File: config.mk
export PLATFORM = sky130hd
export DESIGN_NAME = olcc_regs
export DESIGN_NICKNAME = d
export VERILOG_FILES = /design/src/olcc_pkg.sv /design/src/olcc_regs.sv
export SDC_FILE = /design/constraint.sdc
export NUM_CORES = 1
export LEC_CHECK = 0
export ABC_AREA = 1
export BUFFER_PORTS_ARGS = -buffer_cell sky130_fd_sc_hd__buf_2
export CELL_PAD_IN_SITES_DETAIL_PLACEMENT = 0
export CELL_PAD_IN_SITES_GLOBAL_PLACEMENT = 1
export CORE_MARGIN = 10
export CORE_UTILIZATION = 48
export DETAILED_ROUTE_END_ITERATION = 6
export GPL_TIMING_DRIVEN = 0
export PLACE_DENSITY = 0.84
export SKIP_CTS_REPAIR_TIMING = 1
export SLEW_MARGIN = 20
export SYNTH_ARGS = -nofsm -noshare
export SYNTH_HDL_FRONTEND = slang
export SYNTH_SLANG_ARGS = --single-unit
File: constraint.sdc
create_clock -name ref_clk_i -period 3.19 [get_ports ref_clk_i]
set_input_delay 0.638 -clock ref_clk_i [delete_from_list [all_inputs] [get_ports ref_clk_i]]
set_output_delay 0.638 -clock ref_clk_i [all_outputs]
set_load 0.02 [all_outputs]
File: src/olcc_pkg.sv
// Package: offsets, reset values, timing and carriers for the channel regs
package olcc_pkg;

    localparam int unsigned NCH = 8;

    // Register offsets
    localparam logic [7:0] OFS_RLB_EN  = 8'h02;
    localparam logic [7:0] OFS_ONES_TX = 8'h03;
    localparam logic [7:0] OFS_SA_STAT = 8'h04;
    localparam logic [7:0] OFS_DF_STAT = 8'h05;
    localparam logic [7:0] OFS_SA_IEN  = 8'h06;
    localparam logic [7:0] OFS_DF_IEN  = 8'h07;
    localparam logic [7:0] OFS_SA_IFL  = 8'h08;
    localparam logic [7:0] OFS_DF_IFL  = 8'h09;
    localparam logic [7:0] OFS_SRST    = 8'h0A;
    localparam logic [7:0] OFS_MON     = 8'h0B;
    localparam logic [7:0] OFS_DLB_EN  = 8'h0C;
    localparam logic [7:0] OFS_CRIT    = 8'h0D;
    localparam logic [7:0] OFS_AUTO1   = 8'h0E;

    // Reset values
    localparam logic [7:0] RST_ZERO = 8'h00;
    localparam logic [7:0] RST_SRST = 8'hFF;

    // Monitor select field
    localparam int unsigned MON_SEL_LSB = 0;
    localparam int unsigned MON_SEL_W   = 4;
    localparam int unsigned MON_TX_BIT  = 3;

    // Soft reset pulse: 1 us at 100 MHz
    localparam int unsigned SRST_NS    = 1000;
    localparam int unsigned CLK_NS     = 10;
    localparam int unsigned SRST_CYC   = SRST_NS / CLK_NS;
    localparam int unsigned SRST_CNT_W = 8;

    // Host access request
    typedef struct packed {
        logic       wr;
        logic       rd;
        logic [7:0] addr;
        logic [7:0] wdata;
    } olcc_req_s;

    // Monitor routing result
    typedef struct packed {
        logic       valid;
        logic       is_tx;
        logic [2:0] chan;
    } olcc_mon_s;

    typedef enum logic [0:0] {
        OLCC_RUN  = 1'b0,
        OLCC_SRST = 1'b1
    } olcc_state_e;

endpackage

File: src/olcc_regs.sv
// Per-channel control and status register bank for an octal line interface
`timescale 1ns/1ps
// How it works
// - Remote loopback enable at 02, one bit per channel, resets to zero.
// - All-ones transmit at 03, defaults zero; set bit sends all ones.
// - Read-only signal-absent status at 04, one while loss detected.
// - Read-only driver-fault status at 05, one while driver fault seen.
// - Driver faults reported only in T1 mode without series resistors.
// - Signal-absent interrupt enable at 06, set bit permits interrupts.
// - Driver-fault interrupt enable at 07, set bit permits interrupts.
// - Signal-absent flags at 08 set on status change of an enabled channel, clear on 04 read.
// - Driver-fault flags at 09 set on status change of an enabled channel, clear on 05 read.
// - A write to 0A while no reset runs starts a 1 us reset of all registers.
// - Soft reset register content stays FF whatever is written.
// - Monitor select 0000 and 1000 mean no monitoring.
// - Select 0001 to 0111 monitors receiver of that number.
// - Select 1001 to 1111 monitors transmitter of value minus eight.
// - Digital loopback enable at 0C, defaults zero.
// - In E1 mode criteria bit picks G.775 (0) or ETSI 300233 (1).
// - In T1 mode the T1.231 loss criterion always applies.
// - Auto all-ones at 0E sends all ones while signal absent.
module olcc_regs #(
    parameter int unsigned NCH = olcc_pkg::NCH
) (
    // Clock and reset
    input  wire logic             ref_clk_i,
    input  wire logic             resetn_i,
    // Host register port
    input  wire logic             host_wr_i,
    input  wire logic             host_rd_i,
    input  wire logic [7:0]       host_addr_i,
    input  wire logic [7:0]       host_wdata_i,
    output logic      [7:0]       host_rdata_o,
    // Line-side status from channels (asynchronous)
    input  wire logic [NCH-1:0]   sig_absent_i,
    input  wire logic [NCH-1:0]   drv_fault_i,
    input  wire logic             t1_mode_i,
    input  wire logic             no_series_res_i,
    // Channel controls
    output logic      [NCH-1:0]   remote_loopback_o,
    output logic      [NCH-1:0]   digital_loopback_o,
    output logic      [NCH-1:0]   ones_tx_o,
    output logic      [NCH-1:0]   etsi_crit_o,
    output logic      [2:0]       monitor_chan_o,
    output logic                  monitor_tx_o,
    output logic                  monitor_en_o,
    output logic                  soft_reset_o,
    output logic                  irq_o
);

    // ==========================================================
    // Input synchronisers
    logic [NCH-1:0] sa_m_q, sa_s_q, df_m_q, df_s_q;
    logic [1:0]     md_m_q, md_s_q;

    always_ff @(posedge ref_clk_i or negedge resetn_i) begin
        if (!resetn_i) begin
            sa_m_q <= '0;
            sa_s_q <= '0;
        end else begin
            sa_m_q <= sig_absent_i;
            sa_s_q <= sa_m_q;
        end
    end

    always_ff @(posedge ref_clk_i or negedge resetn_i) begin
        if (!resetn_i) begin
            df_m_q <= '0;
            df_s_q <= '0;
        end else begin
            df_m_q <= drv_fault_i;
            df_s_q <= df_m_q;
        end
    end

    always_ff @(posedge ref_clk_i or negedge resetn_i) begin
        if (!resetn_i) begin
            md_m_q <= '0;
            md_s_q <= '0;
        end else begin
            md_m_q <= {t1_mode_i, no_series_res_i};
            md_s_q <= md_m_q;
        end
    end

    // ==========================================================
    // Host request decode
    olcc_pkg::olcc_req_s req;
    assign req = '{wr: host_wr_i, rd: host_rd_i,
                   addr: host_addr_i, wdata: host_wdata_i};

    function automatic logic hit(input olcc_pkg::olcc_req_s r,
                                 input logic [7:0] ofs);
        hit = r.addr == ofs;
    endfunction

    wire wr_rlb   = req.wr && hit(req, olcc_pkg::OFS_RLB_EN);
    wire wr_ones  = req.wr && hit(req, olcc_pkg::OFS_ONES_TX);
    wire wr_saien = req.wr && hit(req, olcc_pkg::OFS_SA_IEN);
    wire wr_dfien = req.wr && hit(req, olcc_pkg::OFS_DF_IEN);
    wire wr_srst  = req.wr && hit(req, olcc_pkg::OFS_SRST);
    wire wr_mon   = req.wr && hit(req, olcc_pkg::OFS_MON);
    wire wr_dlb   = req.wr && hit(req, olcc_pkg::OFS_DLB_EN);
    wire wr_crit  = req.wr && hit(req, olcc_pkg::OFS_CRIT);
    wire wr_auto  = req.wr && hit(req, olcc_pkg::OFS_AUTO1);
    wire rd_sa    = req.rd && hit(req, olcc_pkg::OFS_SA_STAT);
    wire rd_df    = req.rd && hit(req, olcc_pkg::OFS_DF_STAT);

    // ==========================================================
    // Soft reset sequencer
    olcc_pkg::olcc_state_e st_q, st_d;
    logic [olcc_pkg::SRST_CNT_W-1:0] cnt_q, cnt_d;
    localparam logic [olcc_pkg::SRST_CNT_W-1:0] SRST_LAST =
        olcc_pkg::SRST_CNT_W'(olcc_pkg::SRST_CYC - 1);

    always_comb begin
        st_d  = st_q;
        cnt_d = cnt_q;
        case (st_q)
            olcc_pkg::OLCC_RUN: begin
                if (wr_srst) begin
                    st_d  = olcc_pkg::OLCC_SRST;
                    cnt_d = '0;
                end
            end
            olcc_pkg::OLCC_SRST: begin
                // Writes during the pulse are absorbed; pulse is not re-armed
                if (cnt_q == SRST_LAST) begin
                    st_d = olcc_pkg::OLCC_RUN;
                end else begin
                    cnt_d = cnt_q + 1'b1;
                end
            end
            default: begin
                st_d = olcc_pkg::OLCC_RUN;
            end
        endcase
    end

    always_ff @(posedge ref_clk_i or negedge resetn_i) begin
        if (!resetn_i) begin
            st_q  <= olcc_pkg::OLCC_RUN;
            cnt_q <= '0;
        end else begin
            st_q  <= st_d;
            cnt_q <= cnt_d;
        end
    end

    wire srst = (st_q == olcc_pkg::OLCC_SRST);

    // ==========================================================
    // Control registers
    logic [NCH-1:0] rlb_q, ones_q, saien_q, dfien_q, dlb_q, crit_q, auto_q;
    logic [7:0]     mon_q;
    // Readback of the trigger register is a constant
    wire  [7:0]     srst_val = olcc_pkg::RST_SRST;

    always_ff @(posedge ref_clk_i or negedge resetn_i) begin
        if (!resetn_i) begin
            rlb_q <= '0;
        end else if (srst) begin
            rlb_q <= '0;
        end else if (wr_rlb) begin
            rlb_q <= req.wdata[NCH-1:0];
        end
    end

    always_ff @(posedge ref_clk_i or negedge resetn_i) begin
        if (!resetn_i) begin
            ones_q <= '0;
        end else if (srst) begin
            ones_q <= '0;
        end else if (wr_ones) begin
            ones_q <= req.wdata[NCH-1:0];
        end
    end

    always_ff @(posedge ref_clk_i or negedge resetn_i) begin
        if (!resetn_i) begin
            saien_q <= '0;
        end else if (srst) begin
            saien_q <= '0;
        end else if (wr_saien) begin
            saien_q <= req.wdata[NCH-1:0];
        end
    end

    always_ff @(posedge ref_clk_i or negedge resetn_i) begin
        if (!resetn_i) begin
            dfien_q <= '0;
        end else if (srst) begin
            dfien_q <= '0;
        end else if (wr_dfien) begin
            dfien_q <= req.wdata[NCH-1:0];
        end
    end

    always_ff @(posedge ref_clk_i or negedge resetn_i) begin
        if (!resetn_i) begin
            dlb_q <= '0;
        end else if (srst) begin
            dlb_q <= '0;
        end else if (wr_dlb) begin
            dlb_q <= req.wdata[NCH-1:0];
        end
    end

    always_ff @(posedge ref_clk_i or negedge resetn_i) begin
        if (!resetn_i) begin
            crit_q <= '0;
        end else if (srst) begin
            crit_q <= '0;
        end else if (wr_crit) begin
            crit_q <= req.wdata[NCH-1:0];
        end
    end

    always_ff @(posedge ref_clk_i or negedge resetn_i) begin
        if (!resetn_i) begin
            auto_q <= '0;
        end else if (srst) begin
            auto_q <= '0;
        end else if (wr_auto) begin
            auto_q <= req.wdata[NCH-1:0];
        end
    end

    always_ff @(posedge ref_clk_i or negedge resetn_i) begin
        if (!resetn_i) begin
            mon_q <= olcc_pkg::RST_ZERO;
        end else if (srst) begin
            mon_q <= olcc_pkg::RST_ZERO;
        end else if (wr_mon) begin
            mon_q <= req.wdata;
        end
    end

    // ==========================================================
    // Status, change detection and sticky flags
    wire df_valid = md_s_q[1] & md_s_q[0];
    logic [NCH-1:0] sa_st_q, df_st_q, sa_fl_q, df_fl_q;
    wire  [NCH-1:0] df_live = df_valid ? df_s_q : '0;
    // Status is held at zero during soft reset so no false change
    wire  [NCH-1:0] sa_next = srst ? '0 : sa_s_q;
    wire  [NCH-1:0] df_next = srst ? '0 : df_live;
    wire  [NCH-1:0] sa_chg  = (sa_next ^ sa_st_q) & saien_q;
    wire  [NCH-1:0] df_chg  = (df_next ^ df_st_q) & dfien_q;

    always_ff @(posedge ref_clk_i or negedge resetn_i) begin
        if (!resetn_i) begin
            sa_st_q <= '0;
            df_st_q <= '0;
            sa_fl_q <= '0;
            df_fl_q <= '0;
        end else begin
            sa_st_q <= sa_next;
            df_st_q <= df_next;
            if (srst) begin
                sa_fl_q <= '0;
                df_fl_q <= '0;
            end else begin
                // A change in the read cycle survives the clear
                sa_fl_q <= (rd_sa ? '0 : sa_fl_q) | sa_chg;
                df_fl_q <= (rd_df ? '0 : df_fl_q) | df_chg;
            end
        end
    end

    // ==========================================================
    // Monitor point decode
    wire [3:0] msel = mon_q[olcc_pkg::MON_SEL_LSB +: olcc_pkg::MON_SEL_W];
    olcc_pkg::olcc_mon_s mon;
    // Upper four bits are reserved and left to the host to keep clear
    assign mon.is_tx = msel[olcc_pkg::MON_TX_BIT];
    assign mon.chan  = msel[2:0];
    assign mon.valid = msel[2:0] != 3'h0;

    // ==========================================================
    // Read mux
    logic [7:0] rd_d;
    always_comb begin
        rd_d = 8'h00;
        case (host_addr_i)
            olcc_pkg::OFS_RLB_EN:  rd_d = 8'(rlb_q);
            olcc_pkg::OFS_ONES_TX: rd_d = 8'(ones_q);
            olcc_pkg::OFS_SA_STAT: rd_d = 8'(sa_st_q);
            olcc_pkg::OFS_DF_STAT: rd_d = 8'(df_st_q);
            olcc_pkg::OFS_SA_IEN:  rd_d = 8'(saien_q);
            olcc_pkg::OFS_DF_IEN:  rd_d = 8'(dfien_q);
            olcc_pkg::OFS_SA_IFL:  rd_d = 8'(sa_fl_q);
            olcc_pkg::OFS_DF_IFL:  rd_d = 8'(df_fl_q);
            olcc_pkg::OFS_SRST:    rd_d = srst_val;
            olcc_pkg::OFS_MON:     rd_d = mon_q;
            olcc_pkg::OFS_DLB_EN:  rd_d = 8'(dlb_q);
            olcc_pkg::OFS_CRIT:    rd_d = 8'(crit_q);
            olcc_pkg::OFS_AUTO1:   rd_d = 8'(auto_q);
            default:               rd_d = 8'h00;
        endcase
    end

    // ==========================================================
    // Registered outputs
    // Criteria bits ignored in T1 mode
    wire [NCH-1:0] crit_eff = md_s_q[1] ? '0 : crit_q;
    wire [NCH-1:0] ones_eff = ones_q | (auto_q & sa_s_q);

    always_ff @(posedge ref_clk_i or negedge resetn_i) begin
        if (!resetn_i) begin
            host_rdata_o <= 8'h00;
        end else begin
            host_rdata_o <= rd_d;
        end
    end

    always_ff @(posedge ref_clk_i or negedge resetn_i) begin
        if (!resetn_i) begin
            remote_loopback_o  <= '0;
            digital_loopback_o <= '0;
            ones_tx_o          <= '0;
            etsi_crit_o        <= '0;
        end else begin
            remote_loopback_o  <= rlb_q;
            digital_loopback_o <= dlb_q;
            ones_tx_o          <= ones_eff;
            etsi_crit_o        <= crit_eff;
        end
    end

    always_ff @(posedge ref_clk_i or negedge resetn_i) begin
        if (!resetn_i) begin
            monitor_chan_o <= 3'h0;
            monitor_tx_o   <= 1'b0;
            monitor_en_o   <= 1'b0;
            soft_reset_o   <= 1'b0;
            irq_o          <= 1'b0;
        end else begin
            monitor_chan_o <= mon.valid ? mon.chan : 3'h0;
            monitor_tx_o   <= mon.valid & mon.is_tx;
            monitor_en_o   <= mon.valid;
            soft_reset_o   <= srst;
            irq_o          <= |{sa_fl_q, df_fl_q};
        end
    end

endmodule

## Yosys cells after proc, flatten, opt, wreduce, memory -nomap -nowiden

Index checks and enable logic that the tools add are counted.

- $add $sub $neg: 1
- Equal/unequal tests: 16
- Mux-type cells: 32
- Bitwise logic cells: 11
- Reduce and logical (&&, ||, !) cells: 22

Operators with widths:

| operator | number |
|---|---|
| 8-bit 2-to-1 mux | 26 |
| 8-bit one-hot mux with 13 select lines | 1 |
| 8-bit by 4-bit equality test with 1-bit output (second input constant) | 7 |
| 8-bit by 3-bit equality test with 1-bit output (second input constant) | 4 |
| 8-bit bitwise AND | 3 |
| 8-bit OR | 3 |
| 8-bit by 2-bit equality test with 1-bit output (second input constant) | 2 |
| 8-bit one-hot mux with 2 select lines | 1 |
| 2-bit nonzero test | 8 |
| 16-bit OR reduction | 1 |
| 8-bit bitwise XOR | 2 |
| 1-bit logical AND | 11 |
| 8-bit by 1-bit adder with 8-bit output (second input constant) | 1 |
| 8-bit by 7-bit equality test with 1-bit output (second input constant) | 1 |
| 2-bit != test (second input constant) | 2 |
| 3-bit 2-to-1 mux | 1 |
| 3-bit nonzero test | 1 |
| 1-bit bitwise AND | 2 |
| 1-bit 2-to-1 mux | 2 |
| 1-bit one-hot mux with 2 select lines | 1 |
| 2-bit AND reduction | 1 |
| 1-bit NOT | 1 |

- Bits in registers: 188
- Input bits: 38
- Output and inout bits: 47
- Logic and storage cells: 112

## Depth between registers and ports, before layout

- Depth in word-level cells: 7
- Mapped depth: 11
- Depth with buffers taken out: 9

## Worst setup path before layout

OpenSTA, ideal clock, no wires.

- Kind: input to register
- From: input host_addr_i[7]
- To: register auto_q[0]
- Setup time: 0.126 ns
- Arrival time: 1.500 ns
- Required time: 3.064 ns
- Setup slack: 1.564 ns
- Stages on the path: 7
- Path buffers: 1
- Cells stage by stage: nor2_1 > nand2_1 > inv_2 > buf_2 > nand3_1 > nand2_1 > o21ai_0

- Longest elaborated chain between the ends: 3

RTL lines:

| element | RTL line | source |
|---|---|---|
| from (decl) | olcc_regs.sv:31 | `input wire logic [7:0] host_addr_i,` |
| 8-bit by 4-bit equality test with 1-bit output | olcc_regs.sv:94 | `hit = r.addr == ofs;` |
| 1-bit logical AND | olcc_regs.sv:105 | `wire wr_auto = req.wr && hit(req, olcc_pkg::OFS_AUTO1);` |
| 2-bit nonzero test (no line) | -- |  |
| to (signal assigned) | olcc_regs.sv:225 | `auto_q <= req.wdata[NCH-1:0];` |
| to (decl) | olcc_regs.sv:154 | `logic [NCH-1:0] rlb_q, ones_q, saien_q, dfien_q, dlb_q, crit_q, auto_q;` |

Every way passes these cells.
A chain may end at the register's enable or synchronous reset.

## Worst setup path in the final report

- From: register st_q (netlist: srst)
- To: register rlb_q[6]

- Longest elaborated chain between the ends: 1
- Elaborated cells between the ends (all ways): 2
- Those cells by class: mux: 1; reduce/logical: 1

RTL lines:

| element | RTL line | source |
|---|---|---|
| from (decl) | olcc_regs.sv:111 | `olcc_pkg::olcc_state_e st_q, st_d;` |
| from (signal assigned) | olcc_regs.sv:142 | `st_q <= olcc_pkg::OLCC_RUN;` |
| from (signal assigned) | olcc_regs.sv:145 | `st_q <= st_d;` |
| 8-bit 2-to-1 mux or 2-bit nonzero test (tied branches) | -- |  |
| to (signal assigned) | olcc_regs.sv:165 | `rlb_q <= req.wdata[NCH-1:0];` |
| to (decl) | olcc_regs.sv:154 |  |

Several ways; a longest one is shown, not always the timed one.

==> results.md <==
- Setup violation total in the final timing report: 0
- Fmax: 0.474 GHz
- Crit path launch type: register
- Largest fanout on the critical path: 10
- Yosys warns: 0
- Core ar.: 15900 um^2
- Critical Path RT: 3540 ps
- Static leakage: 4.65 nW
- GRT met2 Usage: 32.3%
- Max Cap Viol: 0
- CP arrival: 2460 ps
- Status: completed
- DRT iter0 DRCs: 511
- Met3 Use GR: 5.80%
- Port-buffer cells: 83
- Routed vias: 6189
- Row cnt: 46
- RSZ-0062 raised after global routing: no
- First-pass DRT Iterations: 5
- CTS tree: done
- Count of final max-slew check failures: 0
- Worst hold slack: 54.7 ps
- Top-Level Pins: 85
- WL per Instance: 19.0 um
- Antenna violations before repair: 0
- Place WS: 993 ps
- Fin nets: 986
- Adder-cell area share of the yosys netlist: 0.161%
- First-pass GRT wire length: 35.0 mm
- Initial core utilization: 48.9%
- Dpl hpwl: 16.1 mm
- Final Hold Fails: 0
- Syn nets: 882
- Placed Area: 8520 um^2
- Antenna Cells: 0
- Design area: 9090 um^2
- Fin crit period: 2110 ps
- Worst-skew pair later-pin latency: 450 ps
- Final setup TNS: 0 ps
- Max Root-Sink Buffers: 2
- Largest family of logic cells by synthesized area: simple AND/OR/NAND/NOR gates
- Root Driver: clkbuf_16
- Simple-gate portion of the synthesized area: 23.4%
- GRT busiest layer: met2
- Layout Skew: 13.4 ps
- Hold crit path type: input port to asynchronous set/reset pin
- Rel. slew slack: 22.0%
- Crit end category: register
- Clock transition at path regs: 70 ps
- Synth unique cells: 33
- Final core occ: 57.2%
- Final setup margin: 1080 ps
- Slew @ Worst Pin: 1170 ps
- Compound-Gate Fraction of Synth Area: 8.35%
- Largest net degree at the start of global routing: 85
- Area delta synth->final: 17.0%
- Filler cell count: 1483
- Met1 Use GR: 28.2%
- Storage cell area: 4700 um^2
- Seq/Total Area, Yosys: 60.5%
- Clk sinks: 188
- Peak VDD IR: 0.377 mV
- XOR/XNOR Fraction of Synth Area: 0.113%
- Num CTS Buffers: 17
- Via density: 5.26
- Final ANT Viol Nets: 0
- Vias in the first global route: 6078
- #FFs+latches synth: 188
- Die Y-Extent: 147 um
- Mapped Avg Cell Area: 9.22 um^2
- Die W: 147 um
- DR DRC count: 0
- Crit path kind: register to register
- Post-route clock period utilization: 66.2%
- Layout cells sized above 1: 18.1%
- Post-Syn Area: 7770 um^2
- Final WL: 22.3 mm
- Routability-driven placement congestion ratio: 0.992
- Die area: 21700 um^2
- Multi-input logic area: 2490 um^2
- Grt total ovfl: 0
- Pwr dens: 507 nW/um^2
- Syn Inst Count: 843
- Mux contribution to synthesized area: 0%
- Total track usage: 21.0%
- H-tree depth: 4
cells in the final DEF, fill, tap and decap left out, types with 2 or more instances in the layout:
cell type and instances:
nand3_2 7, nand2_4 2, clkinv_4 5, inv_6 2, nor2_2 3, clkbuf_16 17, buf_16 2, dfrtp_1 188
nor4_1 4, nor2_4 7, o21ai_0 67, a21boi_0 4, a21oi_1 22, a21o_1 5, or2_2 3, clkinvlp_4 3
inv_2 9, nand3_1 128, clkbuf_1 5, nor2_1 55, buf_6 5, nand2_2 5, o21ai_1 20, inv_1 105
buf_2 93, inv_8 4, nand2_1 174, buf_4 2, nand4_1 2
report_power, final:
part / total [mW] / leakage, nW / switching, mW / internal, mW
clock: 2.05 / 0.271 / 1.00 / 1.05
sequential: 2.41 / 2.52 / 0.00589 / 2.40
combinational: 0.147 / 1.85 / 0.108 / 0.0387
total: 4.61 / 4.65 / 1.12 / 3.49
cells in the mapped netlist:
library cell,number,share of area [%]
buf_2,11,0.71
ha_1,1,0.16
nor2_1,55,2.7
nand3b_1,1,0.097
nor3_1,1,0.064
nand3_1,128,8.2
xor2_1,1,0.11
o2111ai_1,1,0.11
nand2_4,2,0.29
a21boi_0,4,0.39
o21ai_1,20,1.3
a21oi_1,22,1.4
nor2_4,7,1.0
or2_2,3,0.24
buf_4,2,0.19
buf_1,1,0.048
a21o_1,5,0.48
dfrtp_1,188,61
nor3_2,1,0.13
buf_6,5,0.72
nand2_2,5,0.40
nor2_8,1,0.26
a31oi_1,1,0.081
nor4_1,4,0.32
inv_1,105,5.1
clkbuf_1,5,0.24
inv_2,9,0.43
nand3_2,7,0.90
nand4_1,2,0.16
nand2_1,174,8.4
o21ai_0,67,4.3
a31oi_4,1,0.27
nor2_2,3,0.24
kinds of logic after synthesis:
kind of cell	after synthesis
AOI/OAI and AO/OA	121
xor gates and xnor gates	1
adders and majority gates	1
buffers and inverters	138
DFF	188
and+or+nand+nor	394
worst max-delay path, stage by stage (launching register included):
cell,delay (ps)
dfrtp_1,470
clkbuf_1,340
nor2_1,970
nand2_1,120
o21ai_0,120
per-stage QoR:
step,instances,total power [mW]
floorplan,843,2.51
global placement,1142,2.60
detailed placement,1144,2.61
CTS,1176,4.64
global route,1176,4.75
finish,1176,4.61
layout make-up:
type,instances,share of cell area [%]
flip-flops and latches,188,51.7
multi-input cells,517,27.4
repair buffers,85,5.28
clock buffers,18,4.83
inverters,114,4.71
well taps,216,2.97
plain buffers,24,1.64
clock inverters,14,1.42
metal layers:
metal | wire length (um) | vias to the layer above | part of all wire [%]
met5 | 0 | - | 0
met4 | 465 | 0 | 2.1
met3 | 1680 | 30 | 7.5
met2 | 10300 | 222 | 46
met1 | 9870 | 3008 | 44
li1 | - | 2929 | -
path summary, 6_finish.rpt:
check,start,endpoint,slack (ps),cells after the start
min,resetn_i,df_s_q[6]$_DFF_PN0_,50,1
max,srst$_DFF_PN0_,rlb_q[6]$_DFFE_PN0P_,1080,4
min reg2reg,sa_m_q[5]$_DFF_PN0_,sa_s_q[5]$_DFF_PN0_,350,0
min in group ref_clk_i,drv_fault_i[1],df_m_q[1]$_DFF_PN0_,290,1
max in group asynchronous,resetn_i,crit_q[5]$_DFFE_PN0P_,2430,2
max reg2reg,srst$_DFF_PN0_,rlb_q[6]$_DFFE_PN0P_,1080,4
No activity file was read; power rests on OpenSTA's default activity.
